<file path="src/verilog/lamt_defines.vh">
`ifndef LAMT_DEFINES_VH
`define LAMT_DEFINES_VH
// register indices; byte address is four times the index
`define LAMT_IDX_STATUS 4'h1
`define LAMT_IDX_CONFIG 4'h2
`define LAMT_IDX_UNDER 4'h3
`define LAMT_IDX_OVER 4'h4
`define LAMT_IDX_MARGIN 4'h5
`define LAMT_IDX_MIN 4'h6
`define LAMT_IDX_IRQ_MASK 4'h8
`define LAMT_IDX_CONV_DATA 4'h9
// status / mask bit positions
`define LAMT_BIT_UNDER 0
`define LAMT_BIT_OVER 1
// configuration fields
`define LAMT_CFG_HOLD 4
`define LAMT_CFG_CYC_HI 7
`define LAMT_CFG_CYC_LO 5
`define LAMT_CFG_MASK 8'hf5
// reset values
`define LAMT_RST_UNDER 12'h000
`define LAMT_RST_OVER 12'hfff
`define LAMT_RST_MARGIN 12'h000
`define LAMT_RST_MIN 12'hfff
`define LAMT_RST_CONFIG 8'h00
// conversion time unit in ns, and its cycle count at 50 MHz (20 ns)
`define LAMT_TCONV_NS 1000
`define LAMT_CLK_NS 20
`define LAMT_TCONV_CYC (`LAMT_TCONV_NS / `LAMT_CLK_NS)
`endif

</file>
<file path="src/verilog/lamt_alert_flag.v">
`timescale 1ns/10ps
`include "lamt_defines.vh"
// one sticky alert flag with hysteresis-based self-clear
module lamt_alert_flag
(
    // clock and reset
    input wire clk_i,
    input wire rst_i,
    // events
    input wire trip_i,
    input wire release_i,
    input wire hold_i,
    input wire sw_clear_i,
    // state
    output reg flag_o
);

always @(posedge clk_i)
begin
    if (rst_i)
        flag_o <= 1'b0;
    else if (trip_i)
        flag_o <= 1'b1;
    else if (sw_clear_i)
        flag_o <= 1'b0;
    else if (release_i && !hold_i)
        flag_o <= 1'b0;
end

endmodule // lamt_alert_flag

</file>
<file path="src/verilog/lamt_conv_timer.v">
`timescale 1ns/10ps
`include "lamt_defines.vh"
// produces one-cycle pulses spaced by conversion time times 2^(4+cycle)
module lamt_conv_timer
(
    // clock and reset
    input wire clk_i,
    input wire rst_i,
    // control
    input wire [2:0] cycle_i,
    // output
    output reg tick_o
);

reg [5:0] unit_cnt;
reg [10:0] slot_cnt;
wire unit_tick;
wire [10:0] slot_last;

// last count of one conversion-time unit, kept as an integer so the slice is explicit
localparam integer UNIT_LAST = `LAMT_TCONV_CYC - 1;

assign unit_tick = (unit_cnt == UNIT_LAST[5:0]);
assign slot_last = (cycle_i == 3'd0) ? 11'd0 : ((11'd16 << cycle_i) - 11'd1);

always @(posedge clk_i)
begin
    if (rst_i || cycle_i == 3'd0)
    begin
        unit_cnt <= 6'd0;
        slot_cnt <= 11'd0;
        tick_o <= 1'b0;
    end
    else
    begin
        tick_o <= 1'b0;
        if (unit_tick)
        begin
            unit_cnt <= 6'd0;
            if (slot_cnt >= slot_last)
            begin
                slot_cnt <= 11'd0;
                tick_o <= 1'b1;
            end
            else
                slot_cnt <= slot_cnt + 11'd1;
        end
        else
            unit_cnt <= unit_cnt + 6'd1;
    end
end

endmodule // lamt_conv_timer

</file>
<file path="src/verilog/lamt_tracker.v">
`timescale 1ns/10ps
`include "lamt_defines.vh"
module lamt_tracker
(
    // system
    input wire clk_i,
    input wire rst_i,
    // wishbone slave
    input wire cyc_i,
    input wire stb_i,
    input wire we_i,
    input wire [5:0] adr_i,
    input wire [3:0] sel_i,
    input wire [31:0] dat_i,
    output reg [31:0] dat_o,
    output reg ack_o,
    // converter core
    input wire conv_valid_i,
    input wire [11:0] conv_data_i,
    output wire auto_conv_o,
    output wire auto_tick_o,
    // interrupt
    output wire irq_o
);

reg [11:0] under_range_threshold;
reg [11:0] over_range_threshold;
reg [11:0] alert_clear_margin;
reg [11:0] smallest_result_seen;
reg [7:0] config_reg;
reg [1:0] irq_mask;
reg [11:0] last_result;
reg [31:0] next_dat;
wire [1:0] alert_flag;
wire [1:0] trip;
wire [1:0] release_ok;
wire [1:0] sw_clear;
wire [3:0] idx;
wire req;
wire wr;
wire hold;
wire tick;
wire [12:0] under_plus;
wire [12:0] over_minus;
// one write strobe per writable register index; the conversion data index has none
wire wr_status;
wire wr_config;
wire wr_under;
wire wr_over;
wire wr_margin;
wire wr_min;
wire wr_mask;
wire rd_req;
// comparator outcomes for the current result
wire below_under;
wire above_over;
wire over_has_room;
wire clear_of_under;
wire clear_of_over;
wire lower_than_min;
wire [1:0] pending;
wire [2:0] cycle_sel;

assign idx = adr_i[5:2];
assign req = cyc_i && stb_i && !ack_o;
assign wr = req && we_i && sel_i[0];
assign rd_req = req && !we_i;
assign hold = config_reg[`LAMT_CFG_HOLD];
assign cycle_sel = config_reg[`LAMT_CFG_CYC_HI:`LAMT_CFG_CYC_LO];
assign auto_conv_o = |cycle_sel;

// decode once so every register process tests a single strobe
assign wr_status = wr && (idx == `LAMT_IDX_STATUS);
assign wr_config = wr && (idx == `LAMT_IDX_CONFIG);
assign wr_under = wr && (idx == `LAMT_IDX_UNDER);
assign wr_over = wr && (idx == `LAMT_IDX_OVER);
assign wr_margin = wr && (idx == `LAMT_IDX_MARGIN);
assign wr_min = wr && (idx == `LAMT_IDX_MIN);
assign wr_mask = wr && (idx == `LAMT_IDX_IRQ_MASK);

lamt_conv_timer u_timer
(
    .clk_i(clk_i),
    .rst_i(rst_i),
    .cycle_i(cycle_sel),
    .tick_o(tick)
);
assign auto_tick_o = tick;

// widened sums so a threshold near the rails cannot wrap
assign under_plus = {1'b0, under_range_threshold} + {1'b0, alert_clear_margin};
assign over_minus = {1'b0, over_range_threshold} - {1'b0, alert_clear_margin};

assign below_under = conv_data_i < under_range_threshold;
assign above_over = conv_data_i > over_range_threshold;
// an over threshold below the margin leaves no band to fall back into
assign over_has_room = !over_minus[12];
assign clear_of_under = {1'b0, conv_data_i} > under_plus;
assign clear_of_over = over_has_room && ({1'b0, conv_data_i} < over_minus);
assign lower_than_min = conv_data_i < smallest_result_seen;

assign trip[`LAMT_BIT_UNDER] = conv_valid_i && below_under;
assign trip[`LAMT_BIT_OVER] = conv_valid_i && above_over;
assign release_ok[`LAMT_BIT_UNDER] = conv_valid_i && clear_of_under;
assign release_ok[`LAMT_BIT_OVER] = conv_valid_i && clear_of_over;

genvar g;
generate
    for (g = 0; g < 2; g = g + 1)
    begin : g_flag
        // write-one-to-clear; a same-cycle trip wins inside the flag
        assign sw_clear[g] = wr_status && dat_i[g];
        lamt_alert_flag u_flag
        (
            .clk_i(clk_i),
            .rst_i(rst_i),
            .trip_i(trip[g]),
            .release_i(release_ok[g]),
            .hold_i(hold),
            .sw_clear_i(sw_clear[g]),
            .flag_o(alert_flag[g])
        );
    end
endgenerate

assign pending = alert_flag & irq_mask;
assign irq_o = |pending;

// upper data bits are never stored, so bits 15:12 always read zero
always @(posedge clk_i)
begin
    if (rst_i)
    begin
        under_range_threshold <= `LAMT_RST_UNDER;
    end
    else if (wr_under)
    begin
        under_range_threshold <= dat_i[11:0];
    end
end

always @(posedge clk_i)
begin
    if (rst_i)
    begin
        over_range_threshold <= `LAMT_RST_OVER;
    end
    else if (wr_over)
    begin
        over_range_threshold <= dat_i[11:0];
    end
end

always @(posedge clk_i)
begin
    if (rst_i)
    begin
        alert_clear_margin <= `LAMT_RST_MARGIN;
    end
    else if (wr_margin)
    begin
        alert_clear_margin <= dat_i[11:0];
    end
end

// configuration bits 1 and 3 are masked off so they read back zero; bits 0 and 2 are stored
always @(posedge clk_i)
begin
    if (rst_i)
    begin
        config_reg <= `LAMT_RST_CONFIG;
    end
    else if (wr_config)
    begin
        config_reg <= dat_i[7:0] & `LAMT_CFG_MASK;
    end
end

always @(posedge clk_i)
begin
    if (rst_i)
    begin
        irq_mask <= 2'h0;
    end
    else if (wr_mask)
    begin
        irq_mask <= dat_i[1:0];
    end
end

// last result is read-only; host writes to its index are ignored
always @(posedge clk_i)
begin
    if (rst_i)
    begin
        last_result <= 12'h000;
    end
    else if (conv_valid_i)
    begin
        last_result <= conv_data_i;
    end
end

// minimum tracking; a lower conversion in the same cycle as a host write wins
always @(posedge clk_i)
begin
    if (rst_i)
    begin
        smallest_result_seen <= `LAMT_RST_MIN;
    end
    else if (conv_valid_i && lower_than_min)
    begin
        smallest_result_seen <= conv_data_i;
    end
    else if (wr_min)
    begin
        smallest_result_seen <= dat_i[11:0];
    end
end

always @*
begin
    next_dat = 32'h0000_0000;
    case (idx)
        `LAMT_IDX_STATUS:
        begin
            next_dat = {30'h0, alert_flag};
        end
        `LAMT_IDX_CONFIG:
        begin
            next_dat = {24'h0, config_reg};
        end
        `LAMT_IDX_UNDER:
        begin
            next_dat = {20'h0, under_range_threshold};
        end
        `LAMT_IDX_OVER:
        begin
            next_dat = {20'h0, over_range_threshold};
        end
        `LAMT_IDX_MARGIN:
        begin
            next_dat = {20'h0, alert_clear_margin};
        end
        `LAMT_IDX_MIN:
        begin
            next_dat = {20'h0, smallest_result_seen};
        end
        `LAMT_IDX_IRQ_MASK:
        begin
            next_dat = {30'h0, irq_mask};
        end
        `LAMT_IDX_CONV_DATA:
        begin
            next_dat = {20'h0, last_result};
        end
        default:
        begin
            next_dat = 32'h0000_0000;
        end
    endcase
end

// one wait state: ack the cycle after the request is seen
always @(posedge clk_i)
begin
    if (rst_i)
    begin
        ack_o <= 1'b0;
    end
    else
    begin
        ack_o <= req;
    end
end

// read data holds until the next read; unmapped indices read zero
always @(posedge clk_i)
begin
    if (rst_i)
    begin
        dat_o <= 32'h0000_0000;
    end
    else if (rd_req)
    begin
        dat_o <= next_dat;
    end
end

endmodule // lamt_tracker

</file>
<file path="config.mk">
export PLATFORM = sky130hd
export DESIGN_NAME = lamt_tracker
export DESIGN_NICKNAME = d
export VERILOG_FILES = /design/src/verilog/lamt_alert_flag.v /design/src/verilog/lamt_conv_timer.v /design/src/verilog/lamt_tracker.v
export VERILOG_INCLUDE_DIRS = /design/src /design/src/verilog
export SDC_FILE = /design/constraint.sdc
export NUM_CORES = 1
export LEC_CHECK = 0
export ABC_CLOCK_PERIOD_IN_PS = 3200
export BUFFER_PORTS_ARGS = -buffer_cell sky130_fd_sc_hd__buf_4
export CORE_MARGIN = 2
export CORE_UTILIZATION = 45
export CTS_BUF_LIST = sky130_fd_sc_hd__clkbuf_4 sky130_fd_sc_hd__clkbuf_8
export CTS_CLUSTER_DIAMETER = 40
export DETAILED_ROUTE_END_ITERATION = 6
export PLACE_DENSITY = 0.75
export SYNTH_ARGS = -nofsm -noshare
export SYNTH_HDL_FRONTEND = slang
export SYNTH_HIERARCHICAL = 1
export SYNTH_SLANG_ARGS = --single-unit
export TNS_END_PERCENT = 100
</file>
<file path="constraint.sdc">
create_clock -name clk_i -period 3.2 [get_ports clk_i]
set_input_delay 0 -clock clk_i [delete_from_list [all_inputs] [get_ports clk_i]]
set_output_delay 0 -clock clk_i [all_outputs]
set_load 0.05 [all_outputs]
</file>
### Word level (Yosys, flattened, before mapping)

Cells that the tools add are included.

* add/subtract/negate cells: 5
* bitwise gates (word level): 2
* reductions and logical operators: 35
* equal/unequal tests: 9
* multiplexer cells: 12
* magnitude comparators: 6
* shift-type cells: 1

Operator list (count)
* $pmux 12 s8: 1
* $lt 12x12->1: 2
* $mux 12: 2
* $logic_and 1x1->1: 22
* $mux 11: 2
* $add 12x12->13: 1
* $gt 12x13->1: 1
* $lt 12x13->1: 1
* $sub 12x12->13: 1
* $eq 4x3->1 const B: 3
* $gt 12x12->1: 1
* $add 11x1->11 const B: 1
* $ge 11x11->1: 1
* $shl 5x3->11 const A: 1
* $sub 11x1->11 const B: 1
* $eq 4x2->1 const B: 2
* $eq 4x4->1 const B: 2
* $mux 1: 7
* $add 6x1->6 const B: 1
* $eq 6x6->1 const B: 1
* $reduce_bool 3->1: 2
* $reduce_or 2->1: 3
* $eq 4x1->1 const B: 1
* $logic_not 1->1: 4
* 6 further kinds: 6

* flip-flop bits (word level): 121
* output and inout port bits: 36
* word-level logic and storage cells: 84
* input port bits: 60

### Depth between registers and ports, before layout

Gate-level depths: netlist (run 1).

* depth after elaboration: 8
* gate-level depth with buffers: 19
* gate-level depth less buffers: 19

### By module

The synthesis (run 1) kept the hierarchy.

By module, submodules not included
* lamt_tracker: area an instance 6304.8 um2, instances 1, cells each 743
* lamt_conv_timer: area an instance 1124.8 um2, instances 1, cells each 122
* lamt_alert_flag: area an instance 40.0 um2, instances 2, cells each 5

### Worst setup path before layout (run 1)

OpenSTA, ideal clock, no wires.

* kind: register -> register
* from: reg alert_clear_margin[0]
* to: reg g_flag[0].u_flag.flag_o
* data arrival time: 3337 ps
* path buffers: 0
* setup slack: -252 ps
* library setup time: 115 ps
* cell stages (with the launch flop): 20
* required time: 3085 ps
* cells stage by stage: dfxtp_1 -> ha_1 -> inv_1 -> fa_1 -> nor2b_1 -> o21ai_0 -> a21boi_0 -> o221a_2 -> nor4_1 -> a311o_1 -> ha_1 -> nand4_1 -> nor3_1 -> a2111oi_0 -> o21ai_0 -> a31oi_1 -> o21a_1 -> nand2b_1 -> a31oi_1 -> nor2_1

* cells in the longest elaborated chain, start to end: 5

Ends and longest elaborated chain
* from (decl): line lamt_tracker.v:28 `reg [11:0] alert_clear_margin;`
* from (signal assigned): line lamt_tracker.v:158 `` alert_clear_margin <= `LAMT_RST_MARGIN; ``
* from (signal assigned): line lamt_tracker.v:162 `alert_clear_margin <= dat_i[11:0];`
* $add 12x12->13: line lamt_tracker.v:91 `assign under_plus = {1'b0, under_range_threshold} + {1'b0, alert_clear_margin};`
* $gt 12x13->1: line lamt_tracker.v:98 `assign clear_of_under = {1'b0, conv_data_i} > under_plus;`
* $logic_and 1x1->1: line lamt_tracker.v:104 `` assign release_ok[`LAMT_BIT_UNDER] = conv_valid_i && clear_of_under; ``
* named net release_ok[0]: line lamt_tracker.v:36 `wire [1:0] release_ok;`
* $logic_and 1x1->1: line lamt_alert_flag.v:26 `else if (release_i && !hold_i)`
* $reduce_bool 3->1 (no line)
* to (signal assigned): line lamt_alert_flag.v:23 `flag_o <= 1'b1;`
* to (signal assigned): line lamt_alert_flag.v:25 `flag_o <= 1'b0;`
* to (signal assigned): line lamt_alert_flag.v:27 `flag_o <= 1'b0;`
* to (decl): line lamt_alert_flag.v:15 `output reg flag_o`

The timed path passes the listed nets, and every way through them passes these cells.
A chain may end at the register's enable or synchronous reset.

### Worst setup path in the final report (run 1)

Ends and elaborated chain as after synthesis.

==> results of run 1 <==
## repair_timing
| item | 4_1_cts | 5_1_grt |
|---|---|---|
| hold buffers | 25 | 1 |
| endpoints found under the hold margin | 66 | 1 |
| endpoints found under the setup margin | 2 | 2 |
| setup buffers | 2 | 3 |
| gates cloned | 0 | 0 |
| pin swaps | 9 | 17 |
| resized for setup | 6 | 19 |
## report_power, final
group,total (mW),switching [mW],internal [mW],leakage [nW]
combinational,0.445,0.280,0.165,3.03
sequential,1.30,0.0150,1.28,0.821
clock,1.06,0.458,0.602,0.134
total,2.80,0.753,2.05,3.99
## worst register-to-register path: stages, from the launching register on
cell and delay [ns]:
dfxtp_4 0.37, ha_4 0.14, inv_2 0.04, fa_2 0.35
nor2b_2 0.17, o21ai_2 0.09, a21boi_2 0.16, o221a_2 0.25
nor4_1 0.06, a311o_1 0.31, ha_4 0.23, nand4_1 0.08
nor3_1 0.07, a2111oi_1 0.32, o21ai_1 0.11, a31oi_1 0.15
o21a_1 0.14, nand2b_1 0.06, a31oi_1 0.17, nor2_1 0.06
## path summary, 6_finish.rpt
check                                            from                 endpoint  cells after the start
worst max register to register  alert_clear_margin[0]  g_flag[0].u_flag/flag_o                     19
worst min-delay path                     conv_valid_i          last_result[11]                      3
worst min register to register               dat_o[4]                 dat_o[4]                      2
worst max-delay path            alert_clear_margin[0]  g_flag[0].u_flag/flag_o                     19
## cells in the mapped netlist, types with 15 or more instances
cell	count
ha_1	95
inv_1	59
nor2_1	123
a211o_1	16
xor2_1	17
nand2_1	39
a211oi_1	18
buf_4	24
dfxtp_1	101
a22oi_1	22
nor2b_1	15
a21oi_1	33
o21ai_0	26
nand3_1	15
mux2i_1	68
## layout make-up
cell class              instances  area share
clock buffers                   9      0.0139
clock inverters                 7      0.0160
inverters                      59      0.0248
multi-input cells             680       0.574
flip-flops and latches        101       0.227
well taps                     220      0.0309
repair buffers                125       0.113
## placed cells by master, fill, tap and decap left out, types with 5 or more instances in the layout
master,n
a211o_1,16
a211oi_1,17
a21o_1,10
a21oi_1,29
a22oi_1,22
a31oi_1,7
and3_1,8
buf_4,97
clkbuf_8,9
conb_1,20
dfxtp_1,99
dlygate4sd3_1,26
ha_1,92
inv_1,58
mux2i_1,68
nand2_1,39
nand2b_1,11
nand3_1,15
nand4_1,14
nor2_1,123
nor2b_1,12
nor3_1,13
nor3_2,10
o211ai_1,5
o21a_1,13
o21ai_0,22
o21ai_1,5
o221ai_1,7
xnor2_1,10
xor2_1,17
## through the flow
stage | setup WS (ns) | TNS [ns] | std cells | power (mW) | util
after floorplan | -0.00290 | -0.00290 | 894 | 1.62 | -
after global placement | -0.168 | -0.244 | 1154 | 1.72 | 0.501
after detailed placement | -0.321 | -0.464 | 1154 | 1.73 | 0.501
after CTS | -0.328 | -0.328 | 1197 | 2.81 | 0.535
after global routing | -0.411 | -0.739 | 1201 | 2.91 | 0.542
final | -0.240 | -0.362 | 1201 | 2.80 | 0.542
## routing by layer
metal  vias up  track usage  part of all wire
met5         -            0                 0
met4         0       0.0567             0.021
met3        41       0.0392             0.059
met2       230        0.402              0.49
met1      3114        0.287              0.43
li1       3295            -                 -
## kinds of logic after synthesis
| logic type | share of synthesized area |
|---|---|
| multiplexers | 0.0921 |
| flip-flops | 0.269 |
| XOR/XNOR | 0.0315 |
| AO/OA/AOI/OAI | 0.183 |
| adder cells (fa/ha/maj) | 0.164 |
| AND/OR/NAND/NOR | 0.187 |
| buffers and inverters | 0.0731 |
| other | 0.000499 |
==> metrics.txt, run 1 <==
status=complete, but fails checks; failing checks=setup timing; vias in the first global route=6376; die area=between 15000 and 20000 sq um; WL per Instance=16.9 um; RSZ-0062 raised after global routing=yes; largest net degree at the start of global routing=96; Worst setup SP type=flip-flop; vias per cell=between 5 and 6; GRT Total Usage=0.227; P&R area growth vs syn=18.8%; fmax=just under 300 MHz; die height=~130 um; worst hold path type=input port to flip-flop; DP Area=between 8000 and 9000 sq um; data required time of the worst path=3.43 ns; total CTS buffers=9; number of synthesized flops with an enable pin=0; GRT overflow=0; Ant. Diodes=0; max-slew violation count=0; CP Buf/Inv Count=1; crit path capture type=flip-flop; gpl congestion=0.874; cell accounting for the most synthesized area=dfxtp_1; multi-input logic area=5120 sq um; H-tree Lvls=3; Syn Area/Cell=8.58 sq um; total of warnings raised by yosys=6; Hold Violations, Final=0; Initial Util=0.456; Sequential cell area=2030 sq um; die width=133 um; critical path arrival=3.67 ns; Pre-antenna DRT Iters=6; Root Buffer=clkbuf_8; fin crit period=3.44 ns; Worst-path clk slew=0.09 ns; PwrDens=314 nW/um^2; first-pass GRT wire length=32400 um; initial antenna violation count=0; critical path's slowest cell=dfxtp_4; synth unique cells=74; Yosys reg bits=just over 100; Post-Syn Instances=875; worst stage delay on the critical path=0.37 ns; mapped cell area=7510 sq um; Ports=96; Leak=3.99 nW; fin nets=1133; Layout Skew=about 0.009 ns; Top FF cell, synth=dfxtp_1; Clk Latency, worst-skew pair=0.37 ns; slew of the pin with the lowest slew margin=0.963 ns; PortBufs=50; Finish-stage setup viols=2; via count=6680; ys async rst share=0; peak supply drop=0.197 mV; R2R Setup Slk=-0.24 ns; post-DP HPWL=15100 um; CTS Sinks=just over 100; critical path cell sequence=ha_4, inv_2, fa_2, nor2b_2, o21ai_2, a21boi_2, o221a_2, nor4_1, a311o_1, ha_4, nand4_1, nor3_1, a2111oi_1, o21ai_1, a31oi_1, o21a_1, nand2b_1, a31oi_1, nor2_1; Rows=47; Core Region=16500 sq um; Final Instance Area=between 8000 and 9000 sq um; TritonCTS clock tree=built; layout cells sized above 1=0.168; CP top delay family=compound AO/OA/AOI/OAI gates; top cells by area, synth=dfxtp_1, ha_1, mux2i_1, nor2_1, inv_1; Fill cells=roughly 1500; final wirelength=20400 um; Post-DRT Antenna Nets=0; clock buffer depth=2; critical path class=flip-flop to flip-flop; Slew headroom=0.358; sequential element share of the synthesized area=0.269; setup ws final=-0.240 ns; area share of the largest cell type after synthesis=0.269; DRC errors left=0; CP Max Fanout=3; fin crit share=1.08; WHS=0.0819 ns; Max-cap violations=0; Starting DRT DRC Count=445
(Power assumes the default switching activity.)
==> inputs of run 2 (changes only) <==
Settings changed: PLACE_DENSITY 0.75 to 0.64, SKIP_CTS_REPAIR_TIMING set to 1.
==> run 2 against run 1 <==
The flow finishes with violations (hold timing, setup timing). Final area down 0.24%. Register-to-register slack worse by 0.03 ns. Count of clock-buffer cells in the layout up 4. Routed wire length up 0.92%. Clock skew up 0.0075 ns. Critical path depth unchanged. Via count down 2.3%. Die area unchanged. Largest power group unchanged. Highest routed layer unchanged.
==> metrics.txt, run 2 (same netlist as run 1, synthesis figures left out) <==
fin util=0.540 (was 0.542); Ports=96 (unchanged); total CTS buffers=9 (unchanged); Ant. Diodes=0 (unchanged); PwrDens=292 nW/um^2 (was 314 nW/um^2); commonest cells after routing, fill and taps aside=nor2_1, buf_4, dfxtp_1 (was nor2_1, dfxtp_1, buf_4); fin crit period=3.48 ns (was 3.44 ns); DRC errors left=0 (unchanged); critical path's slowest cell=dfxtp_2 (was dfxtp_4); Pre-antenna DRT Iters=5 (was 6); Worst setup SP type=flip-flop (unchanged); vias in the first global route=6096 (was 6376); clock buffer depth=2 (unchanged); fin nets=1135 (was 1133); slew of the pin with the lowest slew margin=0.905 ns (was 0.963 ns); WL per Instance=17.1 um (was 16.9 um); Post-DRT Antenna Nets=0 (unchanged); setup tns final=-0.275 ns (was -0.362 ns); vias per cell=5.42 (was 5.56); Sw Ratio=0.287 (was 0.269); Finish-stage setup viols=1 (was 2); die height=133 um (unchanged); setup ws final=-0.275 ns (was -0.240 ns); WHS=-0.0212 ns (was 0.0819 ns); Initial Util=0.456 (unchanged); via count=6524 (was 6680); CP Max Fanout=3 (unchanged); GRT Total Usage=0.230 (was 0.227); critical path cell sequence=ha_4, inv_2, fa_2, nor2b_1, o21ai_1, a21boi_1, o221a_2, nor4_1, a311o_1, ha_4, nand4_1, nor3_2, a2111oi_2, o21ai_1, a31oi_1, o21a_1, nand2b_1, a31oi_1, nor2_1 (was ha_4, inv_2, fa_2, nor2b_2, o21ai_2, a21boi_2, o221a_2, nor4_1, a311o_1, ha_4, nand4_1, nor3_1, a2111oi_1, o21ai_1, a31oi_1, o21a_1, nand2b_1, a31oi_1, nor2_1); TritonCTS clock tree=built (unchanged); cell internal pwr=1.85 mW (was 2.05 mW); Leak=3.97 nW (was 3.99 nW); Setup WS pre-CTS=-0.307 ns (was -0.321 ns); Sequential cell area=2030 sq um (about the same); data required time of the worst path=3.45 ns (was 3.43 ns); status=complete, but fails checks (unchanged); Non-Filler Instances=1203 (was 1201); Gate power share=0.169 (was 0.159); post-DP HPWL=15600 um (was 15100 um); peak supply drop=0.219 mV (was 0.197 mV); Max-cap violations=0 (unchanged); Hold Violations, Final=4 (was 0); Slew headroom=0.395 (was 0.358); fmax=288 MHz (was 291 MHz); worst stage delay on the critical path=0.36 ns (was 0.37 ns); fin crit share=1.09 (was 1.08); Reg power frac=0.498 (was 0.462); max-slew violation count=0 (unchanged); most common cell after layout, fill and taps aside=nor2_1 (unchanged); Rows=47 (unchanged); worst hold path type=input port to flip-flop (unchanged); gpl congestion=0.849 (was 0.874); Fill cells=1592 (was 1513); GRT overflow=0 (unchanged); Worst-path clk slew=0.10 ns (was 0.09 ns); multi-input logic area=5160 sq um (was 5120 sq um); Clk Latency, worst-skew pair=0.37 ns (about the same); Starting DRT DRC Count=467 (was 445); final wirelength=20500 um (was 20400 um); critical path class=flip-flop to flip-flop (unchanged); initial antenna violation count=0 (unchanged); critical path arrival=3.73 ns (was 3.67 ns); placed cells=1160 (was 1154); Core Region=16500 sq um (unchanged); largest net degree at the start of global routing=68 (was 96); clock share of power=0.333 (was 0.379); RSZ-0062 raised after global routing=yes (unchanged); H-tree Lvls=3 (unchanged); CTS Sinks=101 (unchanged); first-pass GRT wire length=32100 um (was 32400 um); Net Switching=0.748 mW (was 0.753 mW); failing checks=hold timing, setup timing (was setup timing); Layout Skew=0.0165 ns (was 0.00909 ns); die width=133 um (unchanged); PortBufs=50 (unchanged); layout cells sized above 1=0.181 (was 0.168); P&R area growth vs syn=18.5% (was 18.8%); crit path capture type=flip-flop (unchanged); die area=17700 sq um (unchanged); Root Buffer=clkbuf_8 (unchanged)
run 2: final cells by class:
cell class,count,area share
Inverter,59,0.0249
Multi-Input combinational cell,680,0.580
Clock inverter,3,0.00506
Tap cell,220,0.0309
Clock buffer,13,0.0180
Sequential cell,101,0.228
Timing Repair Buffer,127,0.114
run 2: power by group through the flow:
stage	Combinational (mW)	Sequential [mW]	Clock [mW]
floorplan	0.289	1.33	0
global placement	0.406	1.32	0
detailed placement	0.408	1.32	0
CTS	0.410	1.30	0.882
global route	0.480	1.30	0.926
finish	0.440	1.30	0.866
run 2: worst paths after layout:
path / depth (start not counted) / slack (ns) / from / end
min reg2reg: 2 / 0.46 / dat_o[0] / dat_o[0]
max: 19 / -0.28 / under_range_threshold[0] / g_flag[0].u_flag/flag_o
max reg2reg: 19 / -0.28 / under_range_threshold[0] / g_flag[0].u_flag/flag_o
min: 3 / -0.02 / conv_data_i[9] / last_result[9]
run 2: critical path: cells and delay by family, from the launching register on:
family | cells | cell delay, ns
compound gates | 9 | 1.81
fa+ha+maj | 3 | 0.71
simple gates | 6 | 0.44
flops | 1 | 0.36
buf+inv | 1 | 0.03
run 2: metrics by stage:
| stage | power [mW] | area [sq um] |
|---|---|---|
| 5_1_grt | 2.71 | 8900 |
| 4_1_cts | 2.59 | 8500 |
| 6_report | 2.60 | 8900 |
| 2_1_floorplan | 1.62 | 7600 |
| 3_3_place_gp | 1.73 | 8300 |
| 3_5_place_dp | 1.73 | 8300 |
run 2: routing by layer:
layer  wire (um)  global-route usage  up-vias
met5           0                   0        -
met2       10100               0.405      135
met3         643              0.0335       29
met4         449              0.0585        0
met1        9340               0.295     3047
li1            -                   -     3313
==> inputs of run 3 (changes only) <==
Settings changed: ABC_AREA set to 1, CELL_PAD_IN_SITES_DETAIL_PLACEMENT set to 0, CELL_PAD_IN_SITES_GLOBAL_PLACEMENT set to 1, CORE_UTILIZATION 45 to 38, CTS_BUF_LIST sky130_fd_sc_hd__clkbuf_4 sky130_fd_sc_hd__clkbuf_8 to sky130_fd_sc_hd__clkbuf_16, PLACE_DENSITY 0.64 to 0.74.
==> run 3 against run 2 <==
The flow finishes with violations (hold timing). Sequential power hardly changed. Global-route usage is 1.7 points lower. Total power increased by 6.6%. Final area fell by 5.4%. Critical path type unchanged. Critical endpoint is now g_flag[1].u_flag/flag_o.
==> metrics.txt, run 3 <==
Worst setup SP type=flip-flop (unchanged); Post-Syn Instances=1066 (was 875); top-count cell post-synth=nand2_1 (was nor2_1); DRC errors left=0 (unchanged); Pre-antenna DRT Iters=5 (unchanged); Starting DRT DRC Count=388 (was 467); vias in the first global route=6146 (was 6096); RSZ-0062 raised after global routing=no (was yes); most common cell after layout, fill and taps aside=nand2_1 (was nor2_1); Slew headroom=0.562 (was 0.395); top cells by area, synth=dfxtp_1, ha_1, nand2_1, a21oi_1, inv_1 (was dfxtp_1, ha_1, mux2i_1, nor2_1, inv_1); critical path arrival=3.18 ns (was 3.73 ns); fmax=339 MHz (was 288 MHz); commonest cells after routing, fill and taps aside=nand2_1, inv_1, a21oi_1 (was nor2_1, buf_4, dfxtp_1); CP Max Fanout=3 (unchanged); GRT Total Usage=0.213 (was 0.230); Hold Violations, Final=7 (was 4); GRT overflow=0 (unchanged); CP top delay family=adder cells (was compound AO/OA/AOI/OAI gates); crit path capture type=flip-flop (unchanged); slew of the pin with the lowest slew margin=0.654 ns (was 0.905 ns); Top FF cell, synth=dfxtp_1 (unchanged); die height=144 um (was 133 um); critical path cell sequence=inv_1, ha_1, fa_1, inv_1, nand3_1, nand2_2, a21oi_1, nor2_1, nor2_1, xor2_1, ha_1, a21oi_1, o31ai_1, a21oi_1, nor2_1, nor2_2, nand2_1, nand2_1, a21oi_2 (was ha_4, inv_2, fa_2, nor2b_1, o21ai_1, a21boi_1, o221a_2, nor4_1, a311o_1, ha_4, nand4_1, nor3_2, a2111oi_2, o21ai_1, a31oi_1, o21a_1, nand2b_1, a31oi_1, nor2_1); placed cells=1361 (was 1160); Layout Skew=0.00791 ns (was 0.0165 ns); worst hold path type=input port to flip-flop (unchanged); initial antenna violation count=0 (unchanged); CP Buf/Inv Count=2 (was 1); clock buffer depth=2 (unchanged); post-DP HPWL=17300 um (was 15600 um); number of synthesized flops with an enable pin=0 (unchanged); sequential element share of the synthesized area=0.272 (was 0.269); setup tns final=0 ns (was -0.275 ns); top cells by count, synth=nand2_1, inv_1, a21oi_1 (was nor2_1, dfxtp_1, ha_1); die width=144 um (was 133 um); fin crit share=0.923 (was 1.09); ys async rst share=0 (unchanged); Non-Filler Instances=1391 (was 1203); WHS=-0.0119 ns (was -0.0212 ns); Root Buffer=clkbuf_16 (was clkbuf_8); Worst-path clk slew=0.07 ns (was 0.10 ns); peak supply drop=0.276 mV (was 0.219 mV); gpl congestion=0.919 (was 0.849); via count=6876 (was 6524); Core Region=19300 sq um (was 16500 sq um); failing checks=hold timing (was hold timing, setup timing); vias per cell=4.94 (was 5.42); Finish-stage setup viols=0 (was 1); fin nets=1279 (was 1135); total of warnings raised by yosys=6 (unchanged); Ant. Diodes=0 (unchanged); fin crit period=2.95 ns (was 3.48 ns); TritonCTS clock tree=built (unchanged); critical path class=flip-flop to flip-flop (unchanged); Ports=96 (unchanged); data required time of the worst path=3.43 ns (was 3.45 ns); Rows=51 (was 47); final wirelength=21900 um (was 20500 um); Yosys reg bits=101 (unchanged); Max-cap violations=0 (unchanged); area share of the largest cell type after synthesis=0.272 (was 0.269); PwrDens=330 nW/um^2 (was 292 nW/um^2); mapped cell area=7450 sq um (was 7510 sq um); PortBufs=50 (unchanged); WL per Instance=15.8 um (was 17.1 um); synth unique cells=42 (was 74); layout cells sized above 1=0.103 (was 0.181); worst stage delay on the critical path=0.41 ns (was 0.36 ns); status=complete, but fails checks (unchanged); Syn Area/Cell=6.99 sq um (was 8.58 sq um); Initial Util=0.385 (was 0.456); total CTS buffers=9 (unchanged); Post-DRT Antenna Nets=0 (unchanged); Fill cells=2087 (was 1592); P&R area growth vs syn=13.1% (was 18.5%); cell accounting for the most synthesized area=dfxtp_1 (unchanged); max-slew violation count=0 (unchanged); Leak=3.86 nW (was 3.97 nW); first-pass GRT wire length=33700 um (was 32100 um); largest net degree at the start of global routing=49 (was 68); critical path's slowest cell=fa_1 (was dfxtp_2); Clk Latency, worst-skew pair=0.35 ns (was 0.37 ns); H-tree Lvls=3 (unchanged); die area=20700 sq um (was 17700 sq um); CTS Sinks=101 (unchanged)
## run 3: cell count changes in the layout (fill, tap and decap cells not counted), moves of 16 or more
cell,delta
nand3_1,+55
buf_4,-45
nor2_1,-39
nand2_1,+163
mux2i_1,-67
a21oi_1,+78
inv_1,+77
a22oi_1,-22
o21ai_0,+44
a211o_1,-16
## run 3: final timing paths
| kind | from | end | slack [ns] | cells after the start |
|---|---|---|---|---|
| worst max-delay path | over_range_threshold[0] | g_flag[1].u_flag/flag_o | 0.25 | 19 |
| worst min-delay path | conv_data_i[3] | last_result[3] | -0.01 | 3 |
| worst max register to register | over_range_threshold[0] | g_flag[1].u_flag/flag_o | 0.25 | 19 |
| worst min register to register | dat_o[4] | dat_o[4] | 0.47 | 2 |
## run 3: through the flow
step | instance area [sq um] | utilization | hold slack [ns] | setup slack [ns] | power [mW]
2_1_floorplan | 7520 | - | 0.0624 | 0.590 | 1.65
3_3_place_gp | 8000 | 0.414 | 0.256 | 0.188 | 1.77
3_5_place_dp | 8000 | 0.414 | 0.262 | 0.180 | 1.77
4_1_cts | 8260 | 0.427 | -0.111 | 0.123 | 2.79
5_1_grt | 8420 | 0.436 | 0.00263 | 0.0141 | 2.90
6_report | 8420 | 0.436 | -0.0119 | 0.247 | 2.77
## run 3: metal layers
| metal | track usage | vias up | routed length (um) |
|---|---|---|---|
| li1 | - | 3608 | - |
| met5 | 0 | - | 0 |
| met3 | 0.0311 | 27 | 812 |
| met2 | 0.341 | 145 | 9780 |
| met1 | 0.298 | 3096 | 10800 |
| met4 | 0.0609 | 0 | 482 |
## run 3: area by class of cell
type	count	area, sq um	share of cell area
Clock buffer	9	225	0.0267
Inverter	148	556	0.0660
Timing Repair Buffer	74	593	0.0704
Tap cell	265	332	0.0394
Multi-Input combinational cell	788	4650	0.552
Clock inverter	6	40.0	0.00475
Sequential cell	101	2020	0.240
## run 3: cell families (layout without fill, tap and decap cells)
| logic type | Yosys count | in the layout | share of synthesized area |
|---|---|---|---|
| AO/OA/AOI/OAI | 243 | 243 | 0.182 |
| XOR/XNOR | 24 | 24 | 0.0282 |
| adder cells (fa/ha/maj) | 97 | 97 | 0.165 |
| buffers and inverters | 196 | 237 | 0.114 |
| flip-flops | 101 | 101 | 0.272 |
| multiplexers | 1 | 1 | 0.00134 |
| other | 1 | 20 | 0.000504 |
| AND/OR/NAND/NOR | 403 | 403 | 0.238 |
## run 3: worst register-to-register path: stages (launching register included)
cell and delay (ns):
dfxtp_2 0.35, inv_1 0.08, ha_1 0.25, fa_1 0.41, inv_1 0.12, nand3_1 0.09
nand2_2 0.12, a21oi_1 0.10, nor2_1 0.09, nor2_1 0.05, xor2_1 0.14, ha_1 0.29
a21oi_1 0.15, o31ai_1 0.08, a21oi_1 0.12, nor2_1 0.06, nor2_2 0.14, nand2_1 0.07
nand2_1 0.07, a21oi_2 0.05
## run 3: report_power, final
part	total, mW	switching [mW]	internal [mW]
Clock	1.02	0.496	0.522
Combinational	0.451	0.304	0.147
Sequential	1.31	0.0164	1.29
